### src/msr_consts.vh
// constants shared by the sensor slave and its serial helpers
// assumes a single 50 MHz system clock
`ifndef MSR_CONSTS_VH
`define MSR_CONSTS_VH

// ----------------------------------------
// clock and timing
// ----------------------------------------
`define MSR_CLK_HZ 50000000
// 3 s and 10 s counted in sys_clk cycles
`define MSR_LONG_PRESS_CYC 29'h8F0D180
`define MSR_IDLE_EXIT_CYC 29'h1DCD6500
// quiet line of 3.5 characters, in bit times
`define MSR_GAP_BITS 6'h23

// ----------------------------------------
// line rates: cycles per bit and codes
// ----------------------------------------
`define MSR_DIV_2400 15'h5161
`define MSR_DIV_4800 15'h28B1
`define MSR_DIV_9600 15'h1458
`define MSR_DIV_19200 15'h0A2C
`define MSR_RATE_2400 3'h1
`define MSR_RATE_4800 3'h2
`define MSR_RATE_9600 3'h3
`define MSR_RATE_19200 3'h4
`define MSR_RATE_DEFAULT 3'h3
`define MSR_STATION_DEFAULT 8'h01

// ----------------------------------------
// protocol
// ----------------------------------------
`define MSR_REG_TEMP 16'h0000
`define MSR_REG_HUMID 16'h0001
`define MSR_REG_STATION 16'h07D0
`define MSR_REG_RATE 16'h0BB8
`define MSR_FC_READ 8'h03
`define MSR_FC_WRITE 8'h06
`define MSR_REQ_LAST 4'h7
`define MSR_REQ_FULL 4'h8
`define MSR_MAX_READ 16'h0008
`define MSR_WR_LEN 8'h02
`define MSR_WR_REPLY_LEN 5'h07
`define MSR_RD_HDR_LEN 5'h05
`define MSR_DATA_START 5'h03
`define MSR_CRC_INIT 16'hFFFF
`define MSR_CRC_POLY 16'hA001

// ----------------------------------------
// buttons
// ----------------------------------------
`define MSR_BTN_MENU 0
`define MSR_BTN_UP 1
`define MSR_BTN_DOWN 2
`define MSR_BTN_ENTER 3

`endif

### src/msr_uart_rx.v
// serial receiver: start, 8 data bits lsb first, stop, no parity
// assumes rxPin is asynchronous; bitDiv is cycles per bit
`include "msr_consts.vh"

module msr_uart_rx (
  input wire sys_clk,
  input wire rst,
  input wire rxPin,
  input wire [14:0] bitDiv,
  output reg byteValid,
  output reg [7:0] byteData
);
  localparam [3:0] ST_IDLE = 4'h1;
  localparam [3:0] ST_START = 4'h2;
  localparam [3:0] ST_DATA = 4'h4;
  localparam [3:0] ST_STOP = 4'h8;

  reg sync1_r;
  reg sync2_r;
  reg [3:0] state_r;
  reg [14:0] cnt_r;
  reg [2:0] bitIdx_r;
  reg [7:0] shift_r;

  always @(posedge sys_clk) begin
    if (rst) begin
      sync1_r <= 1'b1;
      sync2_r <= 1'b1;
      state_r <= ST_IDLE;
      cnt_r <= 15'h0000;
      bitIdx_r <= 3'h0;
      shift_r <= 8'h00;
      byteValid <= 1'b0;
      byteData <= 8'h00;
    end else begin
      sync1_r <= rxPin;
      sync2_r <= sync1_r;
      byteValid <= 1'b0;
      case (state_r)
        ST_IDLE: begin
          if (!sync2_r) begin
            state_r <= ST_START;
            cnt_r <= bitDiv >> 1;
          end
        end
        ST_START: begin
          if (cnt_r == 15'h0000) begin
            // a glitch shorter than half a bit is not a start
            state_r <= sync2_r ? ST_IDLE : ST_DATA;
            cnt_r <= bitDiv - 15'h0001;
            bitIdx_r <= 3'h0;
          end else begin
            cnt_r <= cnt_r - 15'h0001;
          end
        end
        ST_DATA: begin
          if (cnt_r == 15'h0000) begin
            shift_r <= {sync2_r, shift_r[7:1]};
            cnt_r <= bitDiv - 15'h0001;
            bitIdx_r <= bitIdx_r + 3'h1;
            if (bitIdx_r == 3'h7) begin
              state_r <= ST_STOP;
            end
          end else begin
            cnt_r <= cnt_r - 15'h0001;
          end
        end
        ST_STOP: begin
          if (cnt_r == 15'h0000) begin
            // framing error: byte dropped
            byteValid <= sync2_r;
            byteData <= shift_r;
            state_r <= ST_IDLE;
          end else begin
            cnt_r <= cnt_r - 15'h0001;
          end
        end
        default: state_r <= ST_IDLE;
      endcase
    end
  end
endmodule

### src/msr_uart_tx.v
// serial transmitter: start, 8 data bits lsb first, one stop bit
// assumes txStart is a one-cycle pulse given only while txBusy is low
`include "msr_consts.vh"

module msr_uart_tx (
  input wire sys_clk,
  input wire rst,
  input wire [14:0] bitDiv,
  input wire txStart,
  input wire [7:0] txByte,
  output wire txdPin,
  output reg txBusy,
  output reg txDone
);
  reg [9:0] shift_r;
  reg [14:0] cnt_r;
  reg [3:0] bitsLeft_r;

  assign txdPin = shift_r[0];

  always @(posedge sys_clk) begin
    if (rst) begin
      shift_r <= 10'h3FF;
      cnt_r <= 15'h0000;
      bitsLeft_r <= 4'h0;
      txBusy <= 1'b0;
      txDone <= 1'b0;
    end else begin
      txDone <= 1'b0;
      if (!txBusy) begin
        if (txStart) begin
          shift_r <= {1'b1, txByte, 1'b0};
          cnt_r <= bitDiv - 15'h0001;
          bitsLeft_r <= 4'hA;
          txBusy <= 1'b1;
        end
      end else if (cnt_r != 15'h0000) begin
        cnt_r <= cnt_r - 15'h0001;
      end else if (bitsLeft_r == 4'h1) begin
        txBusy <= 1'b0;
        txDone <= 1'b1;
      end else begin
        shift_r <= {1'b1, shift_r[9:1]};
        cnt_r <= bitDiv - 15'h0001;
        bitsLeft_r <= bitsLeft_r - 4'h1;
      end
    end
  end
endmodule

### src/msr_sensor_slave.v
// serial-bus slave of a temperature and humidity transmitter, with its
// local button menu for station number and line rate
// assumes readings arrive on sys_clk; buttons and rx line are pins
`include "msr_consts.vh"

// Functional notes
// - characters are start bit, eight data bits, one stop bit, no parity.
// - after reset the station is one and the rate is 9600.
// - rates 2400, 4800, 9600 and 19200 are selectable.
// - rate codes 1..4 mean 2400, 4800, 9600, 19200.
// - read request is station, 0x03, start, count, crc.
// - read reply is station, 0x03, byte count, words, crc.
// - write request is station, 0x06, register, value, crc; reply carries the value now held.
// - register 0x0000 returns temperature in hundredths of a degree.
// - register 0x0001 returns humidity in hundredths of a percent.
// - writing register 0x0bb8 sets the line-rate code.
// - writing register 0x07d0 sets the station number, range 1..255.
// - menu held three seconds opens settings showing the station number.
// - short menu press moves to the rate; up and down step rates.
// - enter held three seconds commits settings and returns home.
// - ten seconds without button activity leaves the settings view.
module msr_sensor_slave #(
  parameter [28:0] LONG_PRESS_CYC = `MSR_LONG_PRESS_CYC,
  parameter [28:0] IDLE_EXIT_CYC = `MSR_IDLE_EXIT_CYC,
  parameter [3:0] DIV_SHIFT = 4'h0 // nonzero only to shorten simulation
) (
  input wire sys_clk,
  input wire rst,
  input wire rs485RxPin,
  output wire rs485TxPin,
  output wire rs485DriveEn,
  input wire [15:0] temperatureIn,
  input wire [15:0] humidityIn,
  input wire btnMenuPin,
  input wire btnUpPin,
  input wire btnDownPin,
  input wire btnEnterPin,
  output wire viewStation,
  output wire viewRate,
  output reg [7:0] editStation_r,
  output reg [2:0] editRate_r,
  output reg [7:0] stationSet_r,
  output reg [2:0] rateSet_r
);
  localparam [2:0] ST_RX = 3'h1;
  localparam [2:0] ST_TX_LOAD = 3'h2;
  localparam [2:0] ST_TX_WAIT = 3'h4;
  localparam [2:0] MN_HOME = 3'h1;
  localparam [2:0] MN_STATION = 3'h2;
  localparam [2:0] MN_RATE = 3'h4;
  localparam [28:0] LONG_HIT = LONG_PRESS_CYC - 29'h0000001;

  // ----------------------------------------
  // helpers
  // ----------------------------------------
  function [15:0] crcByte;
    input [15:0] c;
    input [7:0] b;
    integer k;
    reg [15:0] t;
    begin
      t = c ^ {8'h00, b};
      for (k = 0; k < 8; k = k + 1) begin
        t = t[0] ? ((t >> 1) ^ `MSR_CRC_POLY) : (t >> 1);
      end
      crcByte = t;
    end
  endfunction

  function [14:0] divFor;
    input [2:0] code;
    begin
      case (code)
        `MSR_RATE_2400: divFor = `MSR_DIV_2400;
        `MSR_RATE_4800: divFor = `MSR_DIV_4800;
        `MSR_RATE_19200: divFor = `MSR_DIV_19200;
        default: divFor = `MSR_DIV_9600;
      endcase
    end
  endfunction

  // ----------------------------------------
  // serial engines on the active rate
  // ----------------------------------------
  reg [2:0] state_r;
  reg [7:0] stationAct_r;
  reg [2:0] rateAct_r;
  reg applyPend_r;
  reg txStart_r;
  reg [7:0] txByte_r;
  wire [14:0] bitDiv;
  wire rxValid;
  wire [7:0] rxByte;
  wire txDone;

  assign bitDiv = divFor(rateAct_r) >> DIV_SHIFT;

  msr_uart_rx u_rx (
    .sys_clk(sys_clk),
    .rst(rst),
    .rxPin(rs485RxPin),
    .bitDiv(bitDiv),
    .byteValid(rxValid),
    .byteData(rxByte)
  );

  msr_uart_tx u_tx (
    .sys_clk(sys_clk),
    .rst(rst),
    .bitDiv(bitDiv),
    .txStart(txStart_r),
    .txByte(txByte_r),
    .txdPin(rs485TxPin),
    .txBusy(rs485DriveEn),
    .txDone(txDone)
  );

  // ----------------------------------------
  // request capture
  // ----------------------------------------
  reg [7:0] rxBuf_r [0:7];
  reg [3:0] rxCnt_r;
  reg [15:0] crcRx_r;
  reg frameDone_r;
  reg [14:0] tickCnt_r;
  reg [5:0] gapCnt_r;
  wire bitTick = (tickCnt_r == 15'h0000);
  wire [15:0] reqReg = {rxBuf_r[2], rxBuf_r[3]};
  wire [15:0] reqVal = {rxBuf_r[4], rxBuf_r[5]};

  always @(posedge sys_clk) begin
    if (rst) begin
      tickCnt_r <= 15'h0000;
      gapCnt_r <= 6'h00;
    end else begin
      tickCnt_r <= bitTick ? bitDiv - 15'h0001 : tickCnt_r - 15'h0001;
      if (rxValid) begin
        gapCnt_r <= 6'h00;
      end else if (bitTick && gapCnt_r != `MSR_GAP_BITS) begin
        gapCnt_r <= gapCnt_r + 6'h01;
      end
    end
  end

  always @(posedge sys_clk) begin
    if (rst) begin
      rxCnt_r <= 4'h0;
      crcRx_r <= `MSR_CRC_INIT;
      frameDone_r <= 1'b0;
    end else begin
      frameDone_r <= 1'b0;
      if ((gapCnt_r == `MSR_GAP_BITS && !rxValid) || state_r != ST_RX) begin
        // a quiet line ends any partial frame; own echo is not heard
        rxCnt_r <= 4'h0;
        crcRx_r <= `MSR_CRC_INIT;
      end else if (rxValid && rxCnt_r != `MSR_REQ_FULL) begin
        rxBuf_r[rxCnt_r[2:0]] <= rxByte;
        crcRx_r <= crcByte(crcRx_r, rxByte);
        rxCnt_r <= rxCnt_r + 4'h1;
        frameDone_r <= (rxCnt_r == `MSR_REQ_LAST);
      end
    end
  end

  // ----------------------------------------
  // request decode
  // ----------------------------------------
  // crc over the whole frame leaves zero
  // only our own station is served
  wire frameOk = frameDone_r && crcRx_r == 16'h0000 && rxBuf_r[0] == stationAct_r;
  wire isRead = rxBuf_r[1] == `MSR_FC_READ && reqVal != 16'h0000 &&
                reqVal <= `MSR_MAX_READ;
  wire isWrite = rxBuf_r[1] == `MSR_FC_WRITE;
  wire isWrSt = isWrite && reqReg == `MSR_REG_STATION;
  wire isWrRt = isWrite && reqReg == `MSR_REG_RATE;
  // station zero and unknown rate codes refused
  wire stOk = reqVal[15:8] == 8'h00 && reqVal[7:0] != 8'h00;
  wire rtOk = reqVal >= {13'h0000, `MSR_RATE_2400} &&
              reqVal <= {13'h0000, `MSR_RATE_19200};
  wire wrStation = frameOk && isWrSt && stOk;
  wire wrRate = frameOk && isWrRt && rtOk;

  // ----------------------------------------
  // reply generation
  // ----------------------------------------
  reg [4:0] txIdx_r;
  reg [4:0] txLen_r;
  reg [7:0] fc_r;
  reg [7:0] dataLen_r;
  reg [15:0] rdBase_r;
  reg [15:0] wrVal_r;
  reg [15:0] crcTx_r;
  reg [7:0] txNext;
  reg [15:0] rdWord;
  wire [4:0] dataOff = txIdx_r - `MSR_DATA_START;
  wire [15:0] rdAddr = rdBase_r + {12'h000, dataOff[4:1]};
  wire [15:0] dataWord = (fc_r == `MSR_FC_READ) ? rdWord : wrVal_r;

  always @* begin
    case (rdAddr)
      `MSR_REG_TEMP: rdWord = temperatureIn;
      `MSR_REG_HUMID: rdWord = humidityIn;
      `MSR_REG_STATION: rdWord = {8'h00, stationSet_r};
      `MSR_REG_RATE: rdWord = {13'h0000, rateSet_r};
      default: rdWord = 16'h0000;
    endcase
  end

  always @* begin
    // station, function, count, words, crc low then high
    if (txIdx_r == 5'h00) begin
      txNext = stationAct_r;
    end else if (txIdx_r == 5'h01) begin
      txNext = fc_r;
    end else if (txIdx_r == 5'h02) begin
      txNext = dataLen_r;
    end else if (txIdx_r == txLen_r - 5'h02) begin
      txNext = crcTx_r[7:0];
    end else if (txIdx_r == txLen_r - 5'h01) begin
      txNext = crcTx_r[15:8];
    end else begin
      txNext = dataOff[0] ? dataWord[7:0] : dataWord[15:8];
    end
  end

  always @(posedge sys_clk) begin
    if (rst) begin
      state_r <= ST_RX;
      txIdx_r <= 5'h00;
      txLen_r <= 5'h00;
      fc_r <= 8'h00;
      dataLen_r <= 8'h00;
      rdBase_r <= 16'h0000;
      wrVal_r <= 16'h0000;
      crcTx_r <= `MSR_CRC_INIT;
      txStart_r <= 1'b0;
      txByte_r <= 8'h00;
    end else begin
      txStart_r <= 1'b0;
      case (state_r)
        ST_RX: begin
          txIdx_r <= 5'h00;
          crcTx_r <= `MSR_CRC_INIT;
          fc_r <= rxBuf_r[1];
          if (frameOk && isRead) begin
            txLen_r <= `MSR_RD_HDR_LEN + {reqVal[3:0], 1'b0};
            dataLen_r <= {3'h0, reqVal[3:0], 1'b0};
            rdBase_r <= reqReg;
            state_r <= ST_TX_LOAD;
          end else if (frameOk && (isWrSt || isWrRt)) begin
            // reply carries the register value now held
            txLen_r <= `MSR_WR_REPLY_LEN;
            dataLen_r <= `MSR_WR_LEN;
            if (isWrSt) begin
              wrVal_r <= {8'h00, stOk ? reqVal[7:0] : stationSet_r};
            end else begin
              wrVal_r <= {13'h0000, rtOk ? reqVal[2:0] : rateSet_r};
            end
            state_r <= ST_TX_LOAD;
          end
        end
        ST_TX_LOAD: begin
          txByte_r <= txNext;
          txStart_r <= 1'b1;
          // crc covers all bytes before it
          if (txIdx_r < txLen_r - 5'h02) begin
            crcTx_r <= crcByte(crcTx_r, txNext);
          end
          state_r <= ST_TX_WAIT;
        end
        ST_TX_WAIT: begin
          if (txDone) begin
            txIdx_r <= txIdx_r + 5'h01;
            state_r <= (txIdx_r == txLen_r - 5'h01) ? ST_RX : ST_TX_LOAD;
          end
        end
        default: state_r <= ST_RX;
      endcase
    end
  end

  // ----------------------------------------
  // buttons: sync, edge, long hold
  // ----------------------------------------
  wire [3:0] btnRaw = {btnEnterPin, btnDownPin, btnUpPin, btnMenuPin};
  wire [3:0] btnHeld;
  wire [3:0] btnPress;
  wire [3:0] btnShort;
  wire [3:0] btnLong;

  genvar g;
  generate
    for (g = 0; g < 4; g = g + 1) begin : g_btn
      reg sync1_r;
      reg sync2_r;
      reg prev_r;
      reg [28:0] hold_r;
      always @(posedge sys_clk) begin
        if (rst) begin
          sync1_r <= 1'b0;
          sync2_r <= 1'b0;
          prev_r <= 1'b0;
          hold_r <= 29'h0000000;
        end else begin
          sync1_r <= btnRaw[g];
          sync2_r <= sync1_r;
          prev_r <= sync2_r;
          if (!sync2_r) begin
            hold_r <= 29'h0000000;
          end else if (hold_r != LONG_PRESS_CYC) begin
            hold_r <= hold_r + 29'h0000001;
          end
        end
      end
      assign btnHeld[g] = sync2_r;
      assign btnPress[g] = sync2_r & ~prev_r;
      // released before the long mark counts as a short press
      assign btnShort[g] = ~sync2_r & prev_r & (hold_r != LONG_PRESS_CYC);
      assign btnLong[g] = sync2_r & (hold_r == LONG_HIT);
    end
  endgenerate

  // ----------------------------------------
  // settings menu
  // ----------------------------------------
  reg [2:0] menu_r;
  reg [28:0] idle_r;
  wire menuCommit = btnLong[`MSR_BTN_ENTER] && menu_r != MN_HOME;
  wire up = btnPress[`MSR_BTN_UP];
  wire down = btnPress[`MSR_BTN_DOWN];

  assign viewStation = menu_r[1];
  assign viewRate = menu_r[2];

  always @(posedge sys_clk) begin
    if (rst) begin
      menu_r <= MN_HOME;
      idle_r <= 29'h0000000;
      editStation_r <= `MSR_STATION_DEFAULT;
      editRate_r <= `MSR_RATE_DEFAULT;
    end else begin
      idle_r <= (|btnHeld) ? 29'h0000000 : idle_r + 29'h0000001;
      case (menu_r)
        MN_HOME: begin
          idle_r <= 29'h0000000;
          // long menu opens the station view
          if (btnLong[`MSR_BTN_MENU]) begin
            menu_r <= MN_STATION;
            editStation_r <= stationSet_r;
            editRate_r <= rateSet_r;
          end
        end
        MN_STATION: begin
          // short menu moves to the rate view
          if (btnShort[`MSR_BTN_MENU]) begin
            menu_r <= MN_RATE;
          end else if (up) begin
            editStation_r <= (editStation_r == 8'hFF) ? 8'h01 : editStation_r + 8'h01;
          end else if (down) begin
            editStation_r <= (editStation_r == 8'h01) ? 8'hFF : editStation_r - 8'h01;
          end
        end
        MN_RATE: begin
          // up and down step the rates, wrapping
          if (btnShort[`MSR_BTN_MENU]) begin
            menu_r <= MN_STATION;
          end else if (up) begin
            editRate_r <= (editRate_r == `MSR_RATE_19200) ? `MSR_RATE_2400 :
                          editRate_r + 3'h1;
          end else if (down) begin
            editRate_r <= (editRate_r == `MSR_RATE_2400) ? `MSR_RATE_19200 :
                          editRate_r - 3'h1;
          end
        end
        default: menu_r <= MN_HOME;
      endcase
      // long enter commits and goes home
      if (menuCommit) begin
        menu_r <= MN_HOME;
      end
      if (menu_r != MN_HOME && idle_r == IDLE_EXIT_CYC) begin
        menu_r <= MN_HOME;
      end
    end
  end

  // ----------------------------------------
  // stored and active settings
  // ----------------------------------------
  // applied only while no reply is in flight, so a reply finishes
  // at the rate and station it began with
  wire applyNow = applyPend_r && state_r == ST_RX && !frameDone_r;

  always @(posedge sys_clk) begin
    if (rst) begin
      // station one at 9600 after reset
      stationSet_r <= `MSR_STATION_DEFAULT;
      rateSet_r <= `MSR_RATE_DEFAULT;
      stationAct_r <= `MSR_STATION_DEFAULT;
      rateAct_r <= `MSR_RATE_DEFAULT;
      applyPend_r <= 1'b0;
    end else begin
      if (menuCommit) begin
        stationSet_r <= editStation_r;
        rateSet_r <= editRate_r;
      end
      if (wrStation) begin
        stationSet_r <= reqVal[7:0];
      end
      if (wrRate) begin
        rateSet_r <= reqVal[2:0];
      end
      // switch over once the reply is out
      if (applyNow) begin
        stationAct_r <= stationSet_r;
        rateAct_r <= rateSet_r;
      end
      applyPend_r <= wrStation | wrRate | menuCommit | (applyPend_r & ~applyNow);
    end
  end
endmodule

### config.mk
export PLATFORM = sky130hd
export DESIGN_NAME = msr_sensor_slave
export DESIGN_NICKNAME = d
export VERILOG_FILES = /design/src/msr_uart_rx.v /design/src/msr_uart_tx.v /design/src/msr_sensor_slave.v
export VERILOG_INCLUDE_DIRS = /design/src
export SDC_FILE = /design/constraint.sdc
export NUM_CORES = 1
export LEC_CHECK = 0
export BUFFER_PORTS_ARGS = -buffer_cell sky130_fd_sc_hd__buf_2
export CORE_MARGIN = 2
export CORE_UTILIZATION = 45
export CTS_CLUSTER_SIZE = 25
export DETAILED_ROUTE_END_ITERATION = 7
export GPL_TIMING_DRIVEN = 1
export SLEW_MARGIN = 10
export SYNTH_ARGS = -nofsm -noshare
export SYNTH_HDL_FRONTEND = slang
export SYNTH_SLANG_ARGS = --single-unit
### constraint.sdc
create_clock -name sys_clk -period 10.7 [get_ports sys_clk]
set_input_delay 1.07 -clock sys_clk [delete_from_list [all_inputs] [get_ports sys_clk]]
set_output_delay 1.07 -clock sys_clk [all_outputs]
set_load 0.03 [all_outputs]
==> results of run 1 <==
## cell type report
class	count	area, sq um
Timing Repair Buffer	77	424
Fill cell	3887	20100
Inverter	59	221
Clock inverter	17	159
Clock buffer	58	1140
Multi-Input combinational cell	1647	9970
Tap cell	532	666
Sequential cell	369	7870
## sequential cells by signal, summed over array words and instances (netlist names), 9 cells and up
register      flops
u_rx.cnt_r       15
rxBuf_r          48
crcTx_r          16
rdBase_r         16
u_tx.shift_r      9
u_tx.cnt_r       15
idle_r           29
tickCnt_r        15
g_btn.hold_r     58
crcRx_r          16
## routing by layer
metal	vias to the layer above	global-route usage	wire [microns]
li1	7766	-	-
met1	7378	0.320	23500
met2	355	0.377	22700
met3	59	0.0410	2410
met4	0	0.0628	930
met5	-	0	0
## power groups by stage
stage	Clock (mW)	Sequential (mW)	Combinational, mW
global placement	0	1.50	0.248
finish	1.37	1.47	0.252
detailed placement	0	1.50	0.253
CTS	1.41	1.47	0.255
global route	1.46	1.47	0.284
floorplan	0	1.49	0.188
## cells in the mapped netlist (26+ instances only)
master,instances
nor2_1,291
nor3_1,78
nor2b_1,29
nand4_1,34
o211ai_1,38
inv_1,57
nand3_1,63
a21oi_1,126
and3_1,26
mux2i_1,67
o21ai_0,82
xnor2_1,76
xor2_1,77
dfxtp_1,321
edfxtp_1,48
clkbuf_1,87
a211oi_1,31
nand2_1,275
or3_1,36
nor4_1,27
ha_1,42
## cells in the final DEF, fill, tap and decap left out, types with 48 or more instances in the layout
cell type,n
nand3_1,63
mux2i_1,67
inv_1,57
nor2_1,291
a21oi_1,126
xor2_1,77
o21ai_0,82
xnor2_1,76
buf_2,63
nor3_1,77
dfxtp_1,321
edfxtp_1,48
nand2_1,275
## final timing paths
| check | from | to | slack [ps] | cells past startpoint |
|---|---|---|---|---|
| worst min register to register | u_rx.sync1_r | u_rx.sync2_r | 410 | 1 |
| worst max register to register | txIdx_r[0] | crcTx_r[0] | 5140 | 18 |
| worst min-delay path | u_rx.sync1_r | u_rx.sync2_r | 410 | 1 |
| worst max-delay path | txIdx_r[0] | crcTx_r[0] | 5140 | 18 |
## kinds of logic after synthesis
family          Yosys count  share of synthesized area
simple gates            956                      0.246
mux                      75                     0.0434
xor+xnor                156                     0.0762
compound gates          417                      0.146
flops                   369                      0.428
fa+ha+maj                43                     0.0297
buf+inv                 152                     0.0312
==> results.ini, run 1 <==
[worst_setup_path]
path_class = flop to flop
cp_top_family = compound AO/OA/AOI/OAI gates
setup.worst_path.end_class = flop
path_common_cell = ha_1
crit_path_max_incr_delay_ps = 530
crit_chain = clkinv_1 > ha_1 > ha_1 > inv_1 > fa_1 > nor2b_1 > o21ai_1 > a41o_1 > a211oi_2 > o32ai_1 > a32o_1 > and3_1 > or4_1 > nand4_1 > xor2_1 > xnor3_2 > xnor3_1 > a22oi_1
cp.required_ps = 11170
cp_data_arrival_time_ps = 6030
cp_max_fo = 12
start_kind = flop
path_buf_inv = 2
slowest_stage = xnor3_2

[finish]
num_antenna_cells = 0
post-route-util = 0.504
area_growth_syn_to_layout_pct = 11.2
drive_gt1_frac = 0.0795
fin_area_sq_um = 20400
finalNetCount = 2277
layout.cells.non_filler = 2759

[die]
die-area_sq_um = 42500
die_x_microns = 206
die-height_microns = 206
rows = 74
io_pins = 65
coreArea_sq_um = 40600
start_util = 0.454

[placed_design]
io_buffers = 64
dp_slack_ps = 5140
hpwl_microns = 35300
dpl_cell_area_sq_um = 19100
post-place-cells = 2684
gp_congestion = 0.929

[sta]
max_freq_mhz = 180
worst_pin_slew_ps = 1190
period_minus_slack_ps = 5560
period_share = 0.519
tns_ps = 0
slew_viol_final = 0
fin_ws_ps = 5140
rsz0062_at_grt = false
finalHoldViolCount = 0
clock_skew_ps = 19.2
slew_headroom = 0.204
setup_viol = 0
hold_ws_ps = 409

[cts]
cts_tree = built
cts_hold_buf = 0
clk_latency_ps = 570
clk_path_buf_depth = 3
root_buffer = clkbuf_16
cts_max_level = 2
clk_pin_slew_ps = 60
post_cts_buffers = 0
cts_buffers = 41
cts_sinks = 369
ctsResizeCount = 0

[synth]
netlist_instances = 2168
synth-main-ff-cell = dfxtp_1
seq_area_frac_synth = 0.428
synth_nets = 2250
async_flop_share = 0
syn_area_per_cell_sq_um = 8.48
ys_types = 82
synth_edf_count = 48
yosys_warnings = 0
synth_seq_cells = 369
yosysTopAreaCell = dfxtp_1
netlist.area_leader.share = 0.349
syn-cell-area_sq_um = 18400
synth.area.top_cells = dfxtp_1, edfxtp_1, nor2_1

[drt]
wl_microns = 49500
routedWlPerCell_microns = 17.9
drt_pass1_iterations = 5
ant_nets = 0
drc = 0
vias = 15558
drt_iter0_drc = 1306
detail_route.vias_per_cell = 5.64

[power]
power.switching_mw = 0.756
clockPowerShare = 0.444
pwr-share-comb = 0.082
p_total_mw = 3.09
seqPwrFrac = 0.475
peakVddDrop_mv = 0.152
p_sw_frac = 0.245
pwr_density_cell_nw_per_um2 = 151
p_int_mw = 2.33
p_leak_nw = 7.19

[run_status]
status = finished, final reports clean

[grt]
grt_pass1_wl_microns = 78400
antenna_found_initial = 0
grt-ovfl-total = 0
grt_max_degree = 68
grt_pass1_vias = 14338
grt_usage = 0.233

[min_path]
hp-class = flop to flop

[job]
cap_violations = 0

No activity file was read; power rests on OpenSTA's default activity.
==> run 2: changes to the inputs <==
--- a/config.mk
+++ b/config.mk
@@ -6,6 +6,7 @@
 export SDC_FILE = /design/constraint.sdc
 export NUM_CORES = 1
 export LEC_CHECK = 0
+export ABC_AREA = 1
 export BUFFER_PORTS_ARGS = -buffer_cell sky130_fd_sc_hd__buf_2
 export CORE_MARGIN = 2
 export CORE_UTILIZATION = 45
==> constraint.sdc (replaced) <==
create_clock -name sys_clk -period 4.6 [get_ports sys_clk]
set_input_delay 0.46 -clock sys_clk [delete_from_list [all_inputs] [get_ports sys_clk]]
set_output_delay 0.46 -clock sys_clk [all_outputs]
set_load 0.03 [all_outputs]
==> results.ini, run 2 <==
[synth]
syn-cell-area_sq_um = 19800
synth.most_common_cell = nand2_1
ys_types = 58
synth_seq_cells = 369
synth_nets = 2887
async_flop_share = 0
synth-xor-area-share = 0.0318
yosys.area_share.simple = 0.279
syn_area_per_cell_sq_um = 7.06
synth_fa_ha_area_frac = 0.0275
synth_top_family_by_area = simple AND/OR/NAND/NOR gates
seq_area_frac_synth = 0.397
netlist_instances = 2805
netlist.area_leader.share = 0.324
synth-main-ff-cell = dfxtp_1
synth_edf_count = 48
synth.area.top_cells = dfxtp_1, nand2_1, inv_1
yosysTopAreaCell = dfxtp_1
synth_compound_area_frac = 0.170
yosys_warnings = 0
synth_common_cells = nand2_1, inv_1, dfxtp_1
synthMuxAreaShare = 0

[finish]
layout_common_cells = nand2_1, inv_1, dfxtp_1
largest_reg_flops = 58
finalNetCount = 2977
area_growth_syn_to_layout_pct = 14.7
post-route-util = 0.525
num_antenna_cells = 0
final_common_cell = nand2_1
layout.cells.non_filler = 3513
drive_gt1_frac = 0.110
top_register = g_btn.hold_r

[drt]
ant_nets = 0
drt_iter0_drc = 1512
routedWlPerCell_microns = 16.0
drt_pass1_iterations = 8
vias = 19000
detail_route.vias_per_cell = 5.41
drc = 0
wl_microns = 56300

[cts]
root_buffer = clkbuf_16
cts_buffers = 42
cts_tree = built
clk_path_buf_depth = 3
clk_pin_slew_ps = 60
clk_latency_ps = 560
cts_hold_buf = 0
cts_max_level = 2
cts_sinks = 369

[sta]
clock_skew_ps = 16.8
slew_viol_final = 0
setup_viol = 0
slew_headroom = 0.367
fin_ws_ps = 345
worst_pin_slew_ps = 941
period_share = 0.925
finalHoldViolCount = 0
tns_ps = 0
max_freq_mhz = 235
period_minus_slack_ps = 4250

[placed_design]
gp_congestion = 0.930
hpwl_microns = 41400
post-place-cells = 3413
io_buffers = 64
dp_slack_ps = 23.4

[grt]
grt_usage = 0.245
grt_pass1_wl_microns = 90600
grt_max_degree = 93
antenna_found_initial = 0
grt-ovfl-total = 0
grt_pass1_vias = 17704

[worst_setup_path]
slowest_stage = fa_2
r2r_setup_slack_ps = 350
reg2reg_depth = 38
cp.required_ps = 4980
reg2reg_from = txIdx_r[0]
crit_path_max_incr_delay_ps = 420
cp_data_arrival_time_ps = 4640
cp_max_fo = 6
path_class = flop to flop
start_kind = flop
crit_start = txIdx_r[0]
setup.worst_path.end_class = flop

[power]
p_total_mw = 8.17
p_leak_nw = 9.18
peakVddDrop_mv = 0.255
pwr_density_cell_nw_per_um2 = 360

[die]
io_pins = 65
die_x_microns = 214
rows = 76
start_util = 0.458
coreArea_sq_um = 43300
die-height_microns = 214
die-area_sq_um = 45700

[job]
cap_violations = 0

[min_path]
min_from = btnDownPin
hp-class = input port to flop
min_path_cells = 3

[run_status]
status = finished, final reports clean

[run 2: cell count changes in the layout (fill, tap and decap cells not counted), moves of 29 or more]
| cell | before | now |
|---|---|---|
| mux2i_1 | 67 | 0 |
| nand2_1 | 275 | 482 |
| xor2_1 | 77 | 44 |
| nand3_1 | 63 | 143 |
| or3_1 | 36 | 0 |
| buf_4 | 13 | 48 |
| xnor2_1 | 76 | 25 |
| inv_1 | 57 | 407 |
| a21oi_1 | 126 | 218 |
| nand2_2 | 0 | 55 |
| nor2b_1 | 29 | 0 |
| o21ai_0 | 82 | 237 |
[run 2: cell type report]
class | count | area [sq um]
Timing Repair inverter | 1 | 6.26
Tap cell | 585 | 732
Fill cell | 4246 | 20500
Timing Repair Buffer | 111 | 676
Clock inverter | 11 | 165
Clock buffer | 66 | 1330
Multi-Input combinational cell | 1945 | 10300
Sequential cell | 369 | 7880
Inverter | 425 | 1620
[run 2: worst max-delay path, delay by kind of cell (launching register included)]
| family | cells | cell delay, ps |
|---|---|---|
| buffers and inverters | 7 | 560 |
| flip-flops | 1 | 380 |
| AND/OR/NAND/NOR | 27 | 2220 |
| AO/OA/AOI/OAI | 1 | 110 |
| adder cells (fa/ha/maj) | 3 | 830 |
[run 2: through the flow]
stage          hold WS (ps)  cell area (sq um)
2_1_floorplan           388              19800
6_report                104              22700
4_1_cts                80.1              22300
3_5_place_dp            402              20800
5_1_grt                97.0              22700
3_3_place_gp            392              20800
[run 2: routing by layer]
layer / vias up / wire [microns] / track usage
met5: - / 0 / 0
met4: 0 / 1440 / 0.0838
met3: 77 / 2630 / 0.0250
met2: 466 / 26200 / 0.410
met1: 8885 / 26100 / 0.330
li1: 9572 / - / -
[run 2: final timing paths]
kind                      endpoint
setup / recovery       crcTx_r[15]
hold / removal    g_btn[2].sync1_r
setup reg to reg       crcTx_r[15]
hold reg to reg   g_btn[1].sync2_r
[run 2: power by group]
part / leakage (nW) / internal (mW) / switching [mW]
clock network: 0.733 / 2.20 / 1.35
logic: 5.47 / 0.394 / 0.719
registers: 2.98 / 3.39 / 0.109
[run 2: logic make-up after synthesis]
logic type / count (synthesis)
buf+inv: 491
xor+xnor: 72
fa+ha+maj: 43
simple gates: 1229
flops: 369
compound gates: 601
[run 2: repair_timing]
item / CTS / global route
gates resized for setup: 0 / 78
hold endpoints to repair: 0 / 0
setup endpoints to repair: 0 / 9
setup buffers: 0 / 22
